[src/core/sdc_defs.svh]
// constants of the serial chain front end
`ifndef SDC_DEFS_SVH
`define SDC_DEFS_SVH
`define SDC_SYNC_BYTE 8'haa
`define SDC_LEGACY_SYNC 8'h80
`define SDC_SYNC_TAIL 8'hd5
`define SDC_CMD_CLEAR 8'h83
`define SDC_CMD_FWD 8'h85
`define SDC_CMD_REV 8'h86
`define SDC_CMD_GETVAR 8'ha1
`define SDC_VAR_SPEED 7'h14
`define SDC_SPEED_MAX 12'h0c80
`define SDC_CMD_BIT 7
`define SDC_LO_BITS 5
`define SDC_HI_BITS 7
`define SDC_MAG_W 12
`define SDC_SPD_W 13
`define SDC_CNT_W 20
`define SDC_MEAS_MIN 20'h0_0008
`define SDC_MEAS_MAX 20'h3_ffff
`define SDC_CNT_ONE 20'h0_0001
`define SDC_DATA_BITS 4'h8
`define SDC_FIFO_W 8
`define SDC_FIFO_DEPTH 32
`define SDC_FRAME_BITS 4'ha
`endif

[src/core/sdc_pkg.sv]
// shared types of the serial chain front end
`include "sdc_defs.svh"
package sdc_pkg;
	typedef struct packed {
		logic valid;
		logic [7:0] data;
	} sdc_byte_t;
	typedef struct packed {
		logic rev;
		logic [`SDC_MAG_W-1:0] mag;
	} sdc_speed_t;
	typedef enum logic [2:0] {
		RX_HUNT, RX_SYNC_TAIL, RX_IDLE, RX_START, RX_DATA, RX_STOP
	} sdc_rx_state_t;
	typedef enum logic [3:0] {
		P_IDLE, P_DEV, P_ADDR_CMD, P_SPD_LO, P_SPD_HI, P_VAR,
		P_RESP_LO, P_RESP_HI, P_SKIP
	} sdc_parse_state_t;
endpackage

[src/core/sdc_fifo.sv]
// response byte fifo, flip-flop storage
`timescale 1ns/1ps
module sdc_fifo #(
	parameter int WIDTH = `SDC_FIFO_W,
	parameter int DEPTH = `SDC_FIFO_DEPTH
) (
	// clock and reset
	input wire logic clk,
	input wire logic rst,
	// fill side
	input wire logic in_valid,
	input wire logic [WIDTH-1:0] in_data,
	output logic in_ready,
	// drain side
	output logic out_valid,
	output logic [WIDTH-1:0] out_data,
	input wire logic out_ready
);
	localparam int AW = $clog2(DEPTH);
	logic [WIDTH-1:0] mem [DEPTH];
	logic [AW-1:0] wr_ptr;
	logic [AW-1:0] rd_ptr;
	logic [AW:0] count;
	logic push;
	logic pop;

	assign in_ready = (count != (AW+1)'(DEPTH));
	assign out_valid = (count != '0);
	assign out_data = mem[rd_ptr];
	assign push = in_valid && in_ready;
	assign pop = out_valid && out_ready;

	genvar i;
	generate
		for (i = 0; i < DEPTH; i++) begin : g_entry
			always_ff @(posedge clk) begin
				if (rst) begin
					mem[i] <= '0;
				end else if (push && wr_ptr == AW'(i)) begin
					mem[i] <= in_data;
				end
			end
		end
	endgenerate

	always_ff @(posedge clk) begin
		if (rst) begin
			wr_ptr <= '0;
			rd_ptr <= '0;
		end else begin
			if (push) begin
				wr_ptr <= AW'(wr_ptr + 1'b1);
			end
			if (pop) begin
				rd_ptr <= AW'(rd_ptr + 1'b1);
			end
		end
	end

	always_ff @(posedge clk) begin
		if (rst) begin
			count <= '0;
		end else if (push && !pop) begin
			count <= count + 1'b1;
		end else if (pop && !push) begin
			count <= count - 1'b1;
		end
	end
endmodule

[src/core/sdc_uart_tx.sv]
// serial byte transmitter, 8N1, idles high
`timescale 1ns/1ps
module sdc_uart_tx (
	// clock and reset
	input wire logic clk,
	input wire logic rst,
	// timing
	input wire logic [`SDC_CNT_W-1:0] bit_period,
	// byte in
	input wire logic in_valid,
	input wire logic [7:0] in_data,
	output logic in_ready,
	// line
	output logic tx_line
);
	logic busy;
	logic [9:0] shift;
	logic [3:0] bits_left;
	logic [`SDC_CNT_W-1:0] cnt;

	assign in_ready = !busy;

	always_ff @(posedge clk) begin
		if (rst) begin
			busy <= 1'b0;
			shift <= '1;
			bits_left <= '0;
			cnt <= '0;
			tx_line <= 1'b1;
		end else if (!busy) begin
			tx_line <= 1'b1;
			if (in_valid) begin
				busy <= 1'b1;
				shift <= {1'b1, in_data, 1'b0};
				bits_left <= `SDC_FRAME_BITS;
				cnt <= '0;
			end
		end else if (cnt == '0) begin
			if (bits_left == '0) begin
				busy <= 1'b0;
				tx_line <= 1'b1;
			end else begin
				tx_line <= shift[0];
				shift <= {1'b1, shift[9:1]};
				bits_left <= bits_left - 1'b1;
				cnt <= bit_period - `SDC_CNT_ONE;
			end
		end else begin
			cnt <= cnt - `SDC_CNT_ONE;
		end
	end
endmodule

[src/core/sdc_frontend.sv]
// serial chain front end: receive, address, decode, answer on request
`timescale 1ns/1ps

// Overview of operation
// - unique device number; addressed packets are used only with our number, compact packets always
// - bytes are sent back only when a received command asks for them
// - transmit line rests high whenever no byte is being sent
// - transmit pin is own transmitter ANDed with the chain merge input
// - with autobaud on, bit time is measured from the first 0xAA
// - after baud lock, packets that start with 0x80 are discarded
// - motor stays disabled after restart or error until 0x83 arrives
// - 0x85 forward, 0x86 reverse, then low five bits, then upper bits
// - speed target is signed, -3200 to 3200, 3200 meaning full speed
module sdc_frontend (
	// clock and reset
	input wire logic clk,
	input wire logic rst,
	// serial pins
	input wire logic rx_pin,
	input wire logic chain_merge_input,
	output logic tx_pin,
	// configuration
	input wire logic autobaud_en,
	input wire logic [`SDC_CNT_W-1:0] fixed_bit_period,
	input wire logic [6:0] device_number,
	// motor side
	input wire logic fault,
	output logic motor_enable,
	output logic signed [`SDC_SPD_W-1:0] speed_target,
	output logic speed_update,
	output logic baud_locked,
	output logic frame_error
);
	// pin synchronisers
	logic rx_s1;
	logic rx_s2;
	logic rx_prev;
	logic merge_s1;
	logic merge_s2;

	// receiver
	sdc_pkg::sdc_rx_state_t rx_state;
	logic [`SDC_CNT_W-1:0] cnt;
	logic [`SDC_CNT_W-1:0] tail;
	logic [`SDC_CNT_W-1:0] bit_period;
	logic [3:0] bitn;
	logic [7:0] shreg;
	sdc_pkg::sdc_byte_t rx_byte;
	logic fall;

	// parser
	sdc_pkg::sdc_parse_state_t pstate;
	sdc_pkg::sdc_parse_state_t exec_state;
	sdc_pkg::sdc_speed_t spd;
	logic [7:0] cmd_byte;
	logic exec_clear;
	logic clear_cmd;
	logic [`SDC_LO_BITS-1:0] spd_lo;
	logic [`SDC_MAG_W-1:0] raw_mag;
	logic [`SDC_MAG_W-1:0] next_mag;
	logic [7:0] resp_lo;
	logic [7:0] resp_hi;

	// response path
	logic fifo_in_valid;
	logic [7:0] fifo_in_data;
	logic fifo_in_ready;
	logic fifo_out_valid;
	logic [7:0] fifo_out_data;
	logic tx_ready;
	logic tx_line;

	// the host's line reaches every slave and is treated as asynchronous
	always_ff @(posedge clk) begin
		if (rst) begin
			rx_s1 <= 1'b1;
			rx_s2 <= 1'b1;
			rx_prev <= 1'b1;
		end else begin
			rx_s1 <= rx_pin;
			rx_s2 <= rx_s1;
			rx_prev <= rx_s2;
		end
	end

	always_ff @(posedge clk) begin
		if (rst) begin
			merge_s1 <= 1'b1;
			merge_s2 <= 1'b1;
		end else begin
			merge_s1 <= chain_merge_input;
			merge_s2 <= merge_s1;
		end
	end

	assign fall = rx_prev && !rx_s2;

	// receiver state, bit timing and byte assembly
	always_ff @(posedge clk) begin
		if (rst) begin
			rx_state <= sdc_pkg::RX_HUNT;
			cnt <= '0;
			tail <= '0;
			bit_period <= fixed_bit_period;
			bitn <= '0;
			shreg <= '0;
			rx_byte <= '0;
			baud_locked <= 1'b0;
			frame_error <= 1'b0;
		end else begin
			rx_byte.valid <= 1'b0;
			frame_error <= 1'b0;
			case (rx_state)
				sdc_pkg::RX_HUNT: begin
					// bits 0 of 0xaa is zero: start plus b0 is one low
					// run of two bit times
					if (!autobaud_en) begin
						bit_period <= fixed_bit_period;
						baud_locked <= 1'b1;
						rx_state <= sdc_pkg::RX_IDLE;
					end else if (!rx_s2) begin
						if (cnt != `SDC_MEAS_MAX) begin
							cnt <= cnt + `SDC_CNT_ONE;
						end
					end else if (cnt != '0) begin
						cnt <= '0;
						if (cnt >= `SDC_MEAS_MIN && cnt != `SDC_MEAS_MAX) begin
							bit_period <= cnt >> 1;
							// first check point is the middle of b1
							tail <= (cnt >> 2) - `SDC_CNT_ONE;
							bitn <= '0;
							rx_state <= sdc_pkg::RX_SYNC_TAIL;
						end
					end
				end
				sdc_pkg::RX_SYNC_TAIL: begin
					// b1..b7 and stop are all checked, so another byte's
					// short start bit cannot fake a lock
					if (cnt == tail) begin
						cnt <= '0;
						tail <= bit_period - `SDC_CNT_ONE;
						shreg <= {rx_s2, shreg[7:1]};
						bitn <= bitn + 1'b1;
						if (bitn == `SDC_DATA_BITS - 1'b1) begin
							if ({rx_s2, shreg[7:1]} == `SDC_SYNC_TAIL) begin
								baud_locked <= 1'b1;
								rx_byte <= {1'b1, `SDC_SYNC_BYTE};
								rx_state <= sdc_pkg::RX_IDLE;
							end else begin
								rx_state <= sdc_pkg::RX_HUNT;
							end
						end
					end else begin
						cnt <= cnt + `SDC_CNT_ONE;
					end
				end
				sdc_pkg::RX_IDLE: begin
					cnt <= '0;
					if (fall) begin
						rx_state <= sdc_pkg::RX_START;
					end
				end
				sdc_pkg::RX_START: begin
					if (cnt == (bit_period >> 1)) begin
						cnt <= '0;
						bitn <= '0;
						rx_state <= rx_s2 ? sdc_pkg::RX_IDLE
							: sdc_pkg::RX_DATA;
					end else begin
						cnt <= cnt + `SDC_CNT_ONE;
					end
				end
				sdc_pkg::RX_DATA: begin
					if (cnt == bit_period - `SDC_CNT_ONE) begin
						cnt <= '0;
						shreg <= {rx_s2, shreg[7:1]};
						bitn <= bitn + 1'b1;
						if (bitn == `SDC_DATA_BITS - 1'b1) begin
							rx_state <= sdc_pkg::RX_STOP;
						end
					end else begin
						cnt <= cnt + `SDC_CNT_ONE;
					end
				end
				sdc_pkg::RX_STOP: begin
					if (cnt == bit_period - `SDC_CNT_ONE) begin
						cnt <= '0;
						rx_state <= sdc_pkg::RX_IDLE;
						if (rx_s2) begin
							rx_byte <= {1'b1, shreg};
						end else begin
							frame_error <= 1'b1;
						end
					end else begin
						cnt <= cnt + `SDC_CNT_ONE;
					end
				end
				default: begin
					rx_state <= sdc_pkg::RX_HUNT;
				end
			endcase
		end
	end

	// command byte, whether compact or carried in an addressed packet
	assign cmd_byte = {1'b1, rx_byte.data[6:0]};

	always_comb begin
		exec_state = sdc_pkg::P_IDLE;
		exec_clear = 1'b0;
		case (cmd_byte)
			`SDC_CMD_CLEAR: exec_clear = 1'b1;
			`SDC_CMD_FWD: exec_state = sdc_pkg::P_SPD_LO;
			`SDC_CMD_REV: exec_state = sdc_pkg::P_SPD_LO;
			`SDC_CMD_GETVAR: exec_state = sdc_pkg::P_VAR;
			default: exec_state = sdc_pkg::P_IDLE;
		endcase
	end

	// magnitude is the low five bits followed by the upper bits
	assign raw_mag = {rx_byte.data[`SDC_HI_BITS-1:0], spd_lo};
	assign next_mag = (raw_mag > `SDC_SPEED_MAX) ? `SDC_SPEED_MAX
		: raw_mag;

	// packet parser; outside P_RESP_LO and P_RESP_HI a byte with its top bit set starts a packet
	always_ff @(posedge clk) begin
		if (rst) begin
			pstate <= sdc_pkg::P_IDLE;
			spd <= '0;
			spd_lo <= '0;
			clear_cmd <= 1'b0;
			speed_update <= 1'b0;
			resp_lo <= '0;
			resp_hi <= '0;
		end else begin
			clear_cmd <= 1'b0;
			speed_update <= 1'b0;
			if (pstate == sdc_pkg::P_RESP_LO) begin
				if (fifo_in_ready) begin
					pstate <= sdc_pkg::P_RESP_HI;
				end
			end else if (pstate == sdc_pkg::P_RESP_HI) begin
				if (fifo_in_ready) begin
					pstate <= sdc_pkg::P_IDLE;
				end
			end else if (rx_byte.valid) begin
				if (rx_byte.data[`SDC_CMD_BIT]) begin
					if (rx_byte.data == `SDC_SYNC_BYTE) begin
						pstate <= sdc_pkg::P_DEV;
					end else if (rx_byte.data == `SDC_LEGACY_SYNC) begin
						pstate <= sdc_pkg::P_SKIP;
					end else begin
						pstate <= exec_state;
						clear_cmd <= exec_clear;
						spd.rev <= (cmd_byte == `SDC_CMD_REV);
					end
				end else begin
					case (pstate)
						sdc_pkg::P_DEV: begin
							pstate <= (rx_byte.data[6:0] == device_number)
								? sdc_pkg::P_ADDR_CMD
								: sdc_pkg::P_SKIP;
						end
						sdc_pkg::P_ADDR_CMD: begin
							pstate <= exec_state;
							clear_cmd <= exec_clear;
							spd.rev <= (cmd_byte == `SDC_CMD_REV);
						end
						sdc_pkg::P_SPD_LO: begin
							spd_lo <= rx_byte.data[`SDC_LO_BITS-1:0];
							pstate <= sdc_pkg::P_SPD_HI;
						end
						sdc_pkg::P_SPD_HI: begin
							spd.mag <= next_mag;
							speed_update <= 1'b1;
							pstate <= sdc_pkg::P_IDLE;
						end
						sdc_pkg::P_VAR: begin
							// only a request produces bytes on the return path
							if (rx_byte.data[6:0] == `SDC_VAR_SPEED) begin
								resp_lo <= speed_target[7:0];
								resp_hi <= {{3{speed_target[`SDC_SPD_W-1]}},
									speed_target[`SDC_SPD_W-1:8]};
							end else begin
								resp_lo <= {6'h00, baud_locked, motor_enable};
								resp_hi <= 8'h00;
							end
							pstate <= sdc_pkg::P_RESP_LO;
						end
						default: begin
							pstate <= pstate;
						end
					endcase
				end
			end
		end
	end

	// signed target follows the direction chosen by the command byte
	always_ff @(posedge clk) begin
		if (rst) begin
			speed_target <= '0;
		end else if (speed_update) begin
			speed_target <= spd.rev ? -$signed({1'b0, spd.mag})
				: $signed({1'b0, spd.mag});
		end
	end

	// errors outrank a clear arriving in the same cycle
	always_ff @(posedge clk) begin
		if (rst) begin
			motor_enable <= 1'b0;
		end else if (fault || frame_error) begin
			motor_enable <= 1'b0;
		end else if (clear_cmd) begin
			motor_enable <= 1'b1;
		end
	end

	assign fifo_in_valid = (pstate == sdc_pkg::P_RESP_LO)
		|| (pstate == sdc_pkg::P_RESP_HI);
	assign fifo_in_data = (pstate == sdc_pkg::P_RESP_HI) ? resp_hi
		: resp_lo;

	sdc_fifo #(
		.WIDTH(`SDC_FIFO_W),
		.DEPTH(`SDC_FIFO_DEPTH)
	) u_fifo (
		.clk(clk),
		.rst(rst),
		.in_valid(fifo_in_valid),
		.in_data(fifo_in_data),
		.in_ready(fifo_in_ready),
		.out_valid(fifo_out_valid),
		.out_data(fifo_out_data),
		.out_ready(tx_ready)
	);

	sdc_uart_tx u_tx (
		.clk(clk),
		.rst(rst),
		.bit_period(bit_period),
		.in_valid(fifo_out_valid),
		.in_data(fifo_out_data),
		.in_ready(tx_ready),
		.tx_line(tx_line)
	);

	// merging here saves an external gate in the chain
	always_ff @(posedge clk) begin
		if (rst) begin
			tx_pin <= 1'b1;
		end else begin
			tx_pin <= tx_line & merge_s2;
		end
	end
endmodule

[config.mk]
export PLATFORM = sky130hd
export DESIGN_NAME = sdc_frontend
export DESIGN_NICKNAME = d
export VERILOG_FILES = /design/src/core/sdc_pkg.sv /design/src/core/sdc_fifo.sv /design/src/core/sdc_uart_tx.sv /design/src/core/sdc_frontend.sv
export VERILOG_INCLUDE_DIRS = /design/src /design/src/core
export SDC_FILE = /design/constraint.sdc
export NUM_CORES = 1
export LEC_CHECK = 0
export ABC_AREA = 1
export BUFFER_PORTS_ARGS = -buffer_cell sky130_fd_sc_hd__buf_2
export CORE_MARGIN = 2
export CORE_UTILIZATION = 60
export CTS_CLUSTER_SIZE = 20
export DETAILED_ROUTE_END_ITERATION = 12
export GPL_TIMING_DRIVEN = 1
export HOLD_SLACK_MARGIN = 0.06
export PLACE_DENSITY = 0.77
export SLEW_MARGIN = 20
export SYNTH_ARGS = -nofsm -noshare
export SYNTH_HDL_FRONTEND = slang
export SYNTH_SLANG_ARGS = --single-unit
export TNS_END_PERCENT = 30
[constraint.sdc]
create_clock -name clk -period 5.79 [get_ports clk]
set_clock_uncertainty 0.2 [all_clocks]
set_input_delay 0.579 -clock clk [delete_from_list [all_inputs] [get_ports clk]]
set_output_delay 0.579 -clock clk [all_outputs]
set_load 0.05 [all_outputs]
; Word level (Yosys, flattened, before mapping)
; Memory sizes are Yosys's and may differ from the RTL's. A register that Yosys moved wholly into a read port is not among the register bits.
; Index checks and enable logic that the tools add are counted.
[totals]
regBits = 198
mem_bits_rw = 256
input_bits = 33
out_inout_bits = 18
word_cells = 492
n_memories = 1
[classes]
addsub = 11
order_cmp = 2
eq_ne = 87
n_mux = 234
bitwise_logic = 40
n_reduce_logical = 83
[mem_list]
columns = memory, words, word_bits, rd, rd_clocked_by_memory_dff, wr, line_no
row1 = u_fifo.mem, 32, 8, 1, 1, 32, sdc_fifo.sv:20  ; logic [WIDTH-1:0] mem [DEPTH];
[ops]
columns = op, count
row1 = $mux 20, 22
row2 = $mux 8, 37
row3 = $mux 1, 118
row4 = $pmux 20 s5, 1
row5 = $eq 5x5->1 const B, 16
row6 = $mux 4, 20
row7 = $mux 9, 5
row8 = $eq 20x20->1, 2
row9 = $eq 5x4->1 const B, 8
row10 = $mux 10, 4
row11 = $pmux 20 s2, 1
row12 = $sub 20x1->20 const B, 2
row13 = $logic_and 1x1->1, 38
row14 = $mux 3, 12
row15 = $ne 2x2->1 const B, 18
row16 = $or 1x1->1, 32
row17 = $eq 8x8->1 const B, 3
row18 = $add 20x1->20 const B, 1
row19 = $eq 20x19->1, 1
row20 = $eq 4x3->1 const B, 5
row21 = $eq 5x3->1 const B, 4
row22 = $ge 20x4->1 const B, 1
row23 = $logic_not 20->1, 1
row24 = $ne 20x18->1 const B, 1
row25 = 61 further kinds, 104

; Logic depth before layout (Yosys ltp)
; Gate-level depths: netlist (run 1).
[depth]
word_depth = 9
depth_mapped = 20
depth_no_buf = 20

; Hierarchy
; Synthesis (run 1) repeated with hierarchy kept, for this count alone.
[unflattened]
hier_cells = 3183
hier_area_um2 = 24975.2
[by_module_without_submodules]
columns = mod, instances, cells_per_inst, area_each_um2, seq_area_each_um2
row1 = sdc_fifo, 1, 1407, 13337.8, 8107.8
row2 = sdc_frontend, 1, 1407, 9238.9, 3062.9
row3 = sdc_uart_tx, 1, 369, 2398.6, 700.7

; Worst setup path after synthesis (run 1)
; Ideal clock, no wire load.
[synth_timing]
path_kind = reg-to-reg
from = register cnt[1]
to = register bit_period[0] (enable)
setup_time_ns = 0.425
arrival_time_ns = 2.668
required_ns = 5.165
setup_slack_ns = 2.497
path_stages_with_launch = 11
path_buffers = 0
period_less_slack_ns = 3.293
cell_sequence = dfxtp_1 > ha_1 > nand2_1 > nor3_2 > nand3_2 > nor2_1 > nand3_1 > nor4_2 > nand3_1 > a31oi_1 > o21ai_0
[synth_via]
elab_chain_len = 4
elab_cells_between_ends = 7
classes_between = 1 x order compare / 3 x eq/ne / 3 x reduce/logical
[synth_lines]
columns = element, line_no
row1 = "start, declared", sdc_frontend.sv:43  ; logic [`SDC_CNT_W-1:0] cnt;
row2 = "start signal, assigned", sdc_frontend.sv:123  ; cnt <= cnt + `SDC_CNT_ONE;
row3 = "start signal, assigned", sdc_frontend.sv:154  ; cnt <= cnt + `SDC_CNT_ONE;
row4 = "start signal, assigned", sdc_frontend.sv:170  ; cnt <= cnt + `SDC_CNT_ONE;
row5 = $ge 20x4->1 (no source line) or $ne 20x18->1 (tied branches), n/a
row6 = $logic_and 1x1->1 (no source line), n/a
row7 = $ne 3x2->1 (no source line), n/a
row8 = $reduce_and 4->1 (no source line) *, n/a
row9 = "end signal, assigned", sdc_frontend.sv:104  ; bit_period <= fixed_bit_period;
row10 = "end signal, assigned", sdc_frontend.sv:118  ; bit_period <= fixed_bit_period;
row11 = "end signal, assigned", sdc_frontend.sv:128  ; bit_period <= cnt >> 1;
row12 = "end, declared", sdc_frontend.sv:45  ; logic [`SDC_CNT_W-1:0] bit_period;
; Mark *: on every way between the ends. The rest lies on a longest branch, timed or not.
; A chain may end at the register's enable or synchronous reset.

==> results.toml, run 1 <==
[clock_tree]
post-cts-setup-buffers = 0
ctsLongestPathBuffers = 3
numCtsBuffers = 47
cts_tree = "yes"
insertion_delay_ps = 610
clkSinkCount = 455
cts_root_buffer = "clkbuf_16"
h-tree-depth = 2
hold_buffers = 12
cts.clk_slew.worst_paths_ps = 60
cts_resized = 0

[min_path]
whs_endpoint = "bit_period[4]"
hp-class = "input pin to register"
min_delay_path_depth = 3
min_from = "fixed_bit_period[4]"

[logic_synthesis]
syn_inst = 2867
synth_top_area_cell = "edfxtp_1"
synth_ff_type = "edfxtp_1"
synth_edf_count = 276
synth-seq-cells = 455
synth_top_area_share_pct = 35.2
synth_mux_area_share_pct = 0.255
synth_top_family_by_area = "simple AND/OR/NAND/NOR gates"
syn-mean-instance-area_um2 = 8.21
synth-seq-area-share_pct = 50.4
yosysUniqueCellTypes = 60
synth_compound_area_share_pct = 14.8
synth_area_leaders = "edfxtp_1, dfxtp_1, nor2_1, o21ai_0, nand2_1"
synth_simple_gate_area_share_pct = 24.1
synth_fa_ha_area_share_pct = 1.36
syn_area_mm2 = 0.0235
synth_nets = 2925
yosys_warnings = 0
async_reset_ff_share_pct = 0
synth_xor_area_share_pct = 2.23

[routing]
ant_nets = 0
wirelength_um = 67300
vias = 20700
firstDrtPassIters = 8
wl_per_cell_um = 19.8
drc = 0
via_per_inst = 6.10
drt_iter0_drc = 2598

[sta]
fin_crit_ps = 3800
fin_ws_ps = 1990
maxSlewHeadroom_pct = 27.5
setup_viol = 0
post-route-period-util_pct = 65.6
rsz0062_at_grt = "no"
hold_violations = 0
fmax_mhz = 263
worst_pin_slew_ps = 1090
fin_setup_tns_ps = 0
holdWs_ps = 74.7
slew_viol_final = 0

[global_routing]
grt_pass1_wl_um = 106000
antenna_found_initial = 0
grt_max_degree = 81
grt_overflow_total = 0
track_usage_pct = 32.8
grt_pass1_vias = 19500

[finish]
antenna_cells = 0
final_net_count = 2897
stdcell_count = 3394
multiInputGateArea_mm2 = 0.0101
regArea_mm2 = 0.0119
drive_above_1_share_pct = 8.90
postLayoutCellArea_mm2 = 0.0258
fillers = 3199
fin_util_pct = 66.6
area_growth_pct = 9.58

[setup_path]
critPathRequiredTime_ps = 5800
critPathMaxFanout = 18
cp.arrival_ps = 3810
path_class = "register to register"
ff2ff_path_depth = 10
r2r_end = "u_fifo.mem[19][3]"
endpoint_kind = "register"
start_kind = "register"
r2r-start = "pstate[2]"
r2r_slack_ps = 1990

[power]
leakage_nw = 9.70
p_per_area_mw_per_mm2 = 474
vdd_drop_max_mv = 0.326
total_power_mw = 12.2

[floorplanning]
core_area_mm2 = 0.0387
io_pins = 51
initial_core_util_pct = 60.8
die_area_mm2 = 0.0408
std_cell_rows = 72
die_h_um = 202
die_w_um = 202

[job]
cap_violations = 0

[placed_design]
port_buffers = 50
place_ws_ps = 1960
dpl-instance-area_mm2 = 0.0240
post-dp-hpwl_um = 45300
place_inst = 3296
gp_congestion = 1.00

[status]
status = "finished clean"
## flip-flops by register name, indices dropped and copies added, names as in the netlist, 8 cells and up, named ones only
name	cells
tail	20
u_fifo.mem	256
resp_lo	8
speed_target	13
shreg	8
spd	13
u_tx.cnt	20
cnt	20
bit_period	20
u_tx.shift	9
## critical path: stages (launching register included)
cell and delay (ps):
dfxtp_1 330, inv_1 50, nor2_1 200, inv_1 120
nor2_1 100, inv_1 110, nor2_4 240, inv_2 150
nor2_4 470, inv_1 490, o21ai_0 960
## cell usage in the layout, fill, tap and decap left out, types with 4 or more instances in the layout
cell           Yosys  routed
nor2_1           594     593
nand2_1          383     383
o21ai_0          310     298
edfxtp_1         276     276
inv_1            240     240
dfxtp_1          179     178
nand3_1          157     157
a21oi_1          115     115
o221ai_1          53      53
clkbuf_16          0      50
buf_2             18      50
xor2_1            47      47
nor3_1            36      36
o22ai_1           35      35
nand4_1           33      33
a31oi_1           29      29
ha_1              24      24
o21ai_1           12      23
nand3_2           23      23
nand2_2           21      21
buf_4              9      18
nor2_2            13      14
clkbuf_8           0      14
nor4_1            13      13
xnor2_1           13      13
inv_2             12      12
o211ai_1          12      12
dlygate4sd3_1      0      12
o2111ai_1          9       9
or2_2              9       9
nor2_4             8       8
a32oi_1            6       6
clkbuf_1         119       6
bufinv_16          0       5
mux2i_4            0       4
a211oi_1           4       4
## report_power, final
part	switching (mW)	internal, mW	total, mW
clock	1.32	1.98	3.30
sequential	0.477	3.82	4.30
combinational	3.21	1.43	4.64
## routing by layer
metal  part of all wire, %  global-route usage (%)  up-vias
met4                   5.3                    15.8        0
met3                   9.6                    5.85      235
met5                     0                       0        -
li1                      -                       -     9701
met2                    46                    52.9     1159
met1                    39                    43.2     9596
## worst max-delay path by stage
| stage | start | to | slack [ps] | depth (start not counted) |
|---|---|---|---|---|
| final | pstate[2] | u_fifo.mem[19][3] | 1990 | 10 |
| after global routing | pstate[2] | u_fifo.mem[27][7] | 1730 | 10 |
| after CTS | pstate[2] | u_fifo.mem[16][2] | 1940 | 10 |
| after detailed placement | pstate[2] | u_fifo.mem[16][2] | 1960 | 10 |
| after global placement | pstate[2] | u_fifo.mem[24][0] | 2140 | 10 |
| after floorplan | cnt[1] | bit_period[0] | 2500 | 10 |
## cells by family (layout without fill, tap and decap cells)
| group | Yosys count | after routing |
|---|---|---|
| simple gates | 1305 | 1305 |
| compound gates | 604 | 604 |
| flops | 455 | 455 |
| buf+inv | 412 | 421 |
| xor+xnor | 60 | 60 |
| fa+ha+maj | 25 | 25 |
| mux | 6 | 6 |
## cell usage after synthesis, types with 8 or more instances
library cell	n
o22ai_1	35
nor2_2	13
buf_1	8
a31oi_1	29
nor2_1	594
buf_4	9
nand3_2	23
nor4_1	13
nand3_1	157
o21ai_0	310
xnor2_1	13
nand2_2	21
nor2_4	8
inv_1	240
edfxtp_1	276
dfxtp_1	179
or2_2	9
o21ai_1	12
nor3_1	36
xor2_1	47
o221ai_1	53
ha_1	24
o211ai_1	12
nand4_1	33
buf_2	18
nand2_1	383
a21oi_1	115
o2111ai_1	9
clkbuf_1	119
inv_2	12
## layout make-up
| class | instances | area share, % |
|---|---|---|
| clock inverter | 16 | 0.931 |
| clock buffer | 70 | 5.68 |
| sequential | 455 | 46.0 |
| timing repair buffer | 80 | 1.96 |
| tap | 518 | 2.51 |
| multi-input combinational | 2000 | 39.2 |
| inverter | 255 | 3.72 |
Note: power is estimated with default switching activity, not from simulation.
==> run 2: changes to the inputs <==
==> constraint.sdc (replaced) <==
create_clock -name clk -period 3.8 [get_ports clk]
set_clock_uncertainty 0.2 [all_clocks]
set_input_delay 0.38 -clock clk [delete_from_list [all_inputs] [get_ports clk]]
set_output_delay 0.38 -clock clk [all_outputs]
set_load 0.05 [all_outputs]
==> results.toml, run 2 (same netlist as run 1, synthesis figures left out) <==
[status]
status = "finished clean"

[routing]
drt_iter0_drc = 2555
firstDrtPassIters = 7
wl_per_cell_um = 19.1
wirelength_um = 66300
vias = 20800
drc = 0
ant_nets = 0
via_per_inst = 6.00

[floorplanning]
die_w_um = 202
std_cell_rows = 72
die_area_mm2 = 0.0408
die_h_um = 202
core_area_mm2 = 0.0387
io_pins = 51
initial_core_util_pct = 60.8

[global_routing]
track_usage_pct = 32.3
antenna_found_initial = 0
grt_max_degree = 87
grt_pass1_vias = 19600
grt_pass1_wl_um = 105000
grt_overflow_total = 0

[power]
vdd_drop_max_mv = 0.485
leakage_nw = 10.0
p_per_area_mw_per_mm2 = 711

[finish]
drive_above_1_share_pct = 10.5
regArea_mm2 = 0.0119
mostFrequentLayoutCell = "nor2_1"
largest_reg_flops = 256
final_cell_mix = "nor2_1, nand2_1, o21ai_0"
postLayoutCellArea_mm2 = 0.0263
multiInputGateArea_mm2 = 0.0101
antenna_cells = 0
fillers = 3158
largest-register = "u_fifo.mem"
final_net_count = 2965
area_growth_pct = 11.8

[clock_tree]
h-tree-depth = 2
numCtsBuffers = 47
cts.clk_slew.worst_paths_ps = 60
ctsLongestPathBuffers = 3
cts_tree = "yes"
clkSinkCount = 455
cts_root_buffer = "clkbuf_16"
insertion_delay_ps = 610
cts_resized = 0

[setup_path]
endpoint_kind = "register"
critPathRequiredTime_ps = 4090
critPathLaunch = "pstate[2]"
path_class = "register to register"
ff2ff_path_depth = 20
crit_chain = "inv_1 -> nor2_1 -> inv_1 -> nor2_1 -> inv_1 -> nor2_4 -> ha_1 -> inv_1 -> ha_1 -> a21oi_1 -> and2_1 -> inv_1 -> a21oi_1 -> inv_1 -> a21oi_1 -> nor2_1 -> nor2_1 -> nand2_1 -> o21ai_0 -> a21oi_1"
crit_path_end = "u_fifo.count[5]"
r2r_slack_ps = 520
worst_path_max_delay_cell = "ha_1"
cp.arrival_ps = 3580
critPathMaxFanout = 10
cpMostUsedCell = "inv_1"
r2r-start = "pstate[2]"
r2r_end = "u_fifo.count[5]"
start_kind = "register"
slowest_delay_ps = 360

[min_path]
hp-class = "input pin to register"

[job]
cap_violations = 0

[sta]
fin_crit_ps = 3280
slew_viol_final = 0
worst_pin_slew_ps = 1080
setup_viol = 0
rsz0062_at_grt = "no"
post-route-period-util_pct = 86.4
hold_violations = 0
fmax_mhz = 305
fin_setup_tns_ps = 0
fin_ws_ps = 517
maxSlewHeadroom_pct = 27.9

[placed_design]
gp_congestion = 0.972
port_buffers = 50
place_ws_ps = 549
post-dp-hpwl_um = 45500
dpl-instance-area_mm2 = 0.0244
[run 2: cell count changes in the layout (fill, tap and decap cells not counted), sizes merged]
| cell | delta |
|---|---|
| clkinvlp | -1 |
| clkbuf | -3 |
| buf | +56 |
| dlygate4sd3 | +12 |
| clkinv | +6 |
[run 2: timing repair]
item	CTS	global route
hold buffers	24	0
hold endpoints to repair	31	0
setup buffers	0	0
[run 2: worst min path at each step]
stage           startpoint  cells after the start  slack, ps        endpoint
2_1_floorplan     merge_s1                      1        190        merge_s2
3_3_place_gp      merge_s1                      1        200        merge_s2
3_5_place_dp         rx_s1                      1        200           rx_s2
4_1_cts        autobaud_en                      4         80  bit_period[19]
5_1_grt        autobaud_en                      4        150  bit_period[19]
6_report       autobaud_en                      4        100  bit_period[19]
[run 2: report_power, final]
group	leakage (nW)	switching, mW	internal, mW
Combinational	4.91	4.98	2.37
Sequential	4.30	0.661	5.82
Clock	0.811	2.00	2.88
[run 2: through the flow]
stage / util [%] / hold WS [ps] / cells / power, mW
4_1_cts: 67.9 / 76.6 / 3464 / 18.6
3_5_place_dp: 63.0 / 203 / 3352 / 13.7
3_3_place_gp: 63.0 / 201 / 3352 / 13.5
5_1_grt: 67.9 / 149 / 3464 / 19.8
6_report: 67.9 / 99.1 / 3464 / 18.7
2_1_floorplan: - / 189 / 2867 / 11.7
[run 2: layout make-up]
cell class | instances | area share (%)
inverters | 255 | 3.65
multi-input cells | 2000 | 38.4
repair buffers | 148 | 4.07
well taps | 518 | 2.46
clock inverters | 21 | 1.09
flip-flops and latches | 455 | 45.1
clock buffers | 67 | 5.21
[run 2: critical path: cells and delay by family, from the launching register on]
kind / cells / cell delay [ps]
AOI/OAI and AO/OA: 5 / 590
adders and majority gates: 2 / 590
buffers and inverters: 6 / 520
DFF: 1 / 330
and+or+nand+nor: 7 / 940
[run 2: routing by layer]
layer / global-route usage, % / vias to the layer above / wire length [um]
met4: 14.6 / 0 / 3030
met3: 3.84 / 178 / 5440
li1: - / 9853 / -
met5: 0 / - / 0
met2: 53.1 / 1034 / 31100
met1: 43.2 / 9710 / 26800
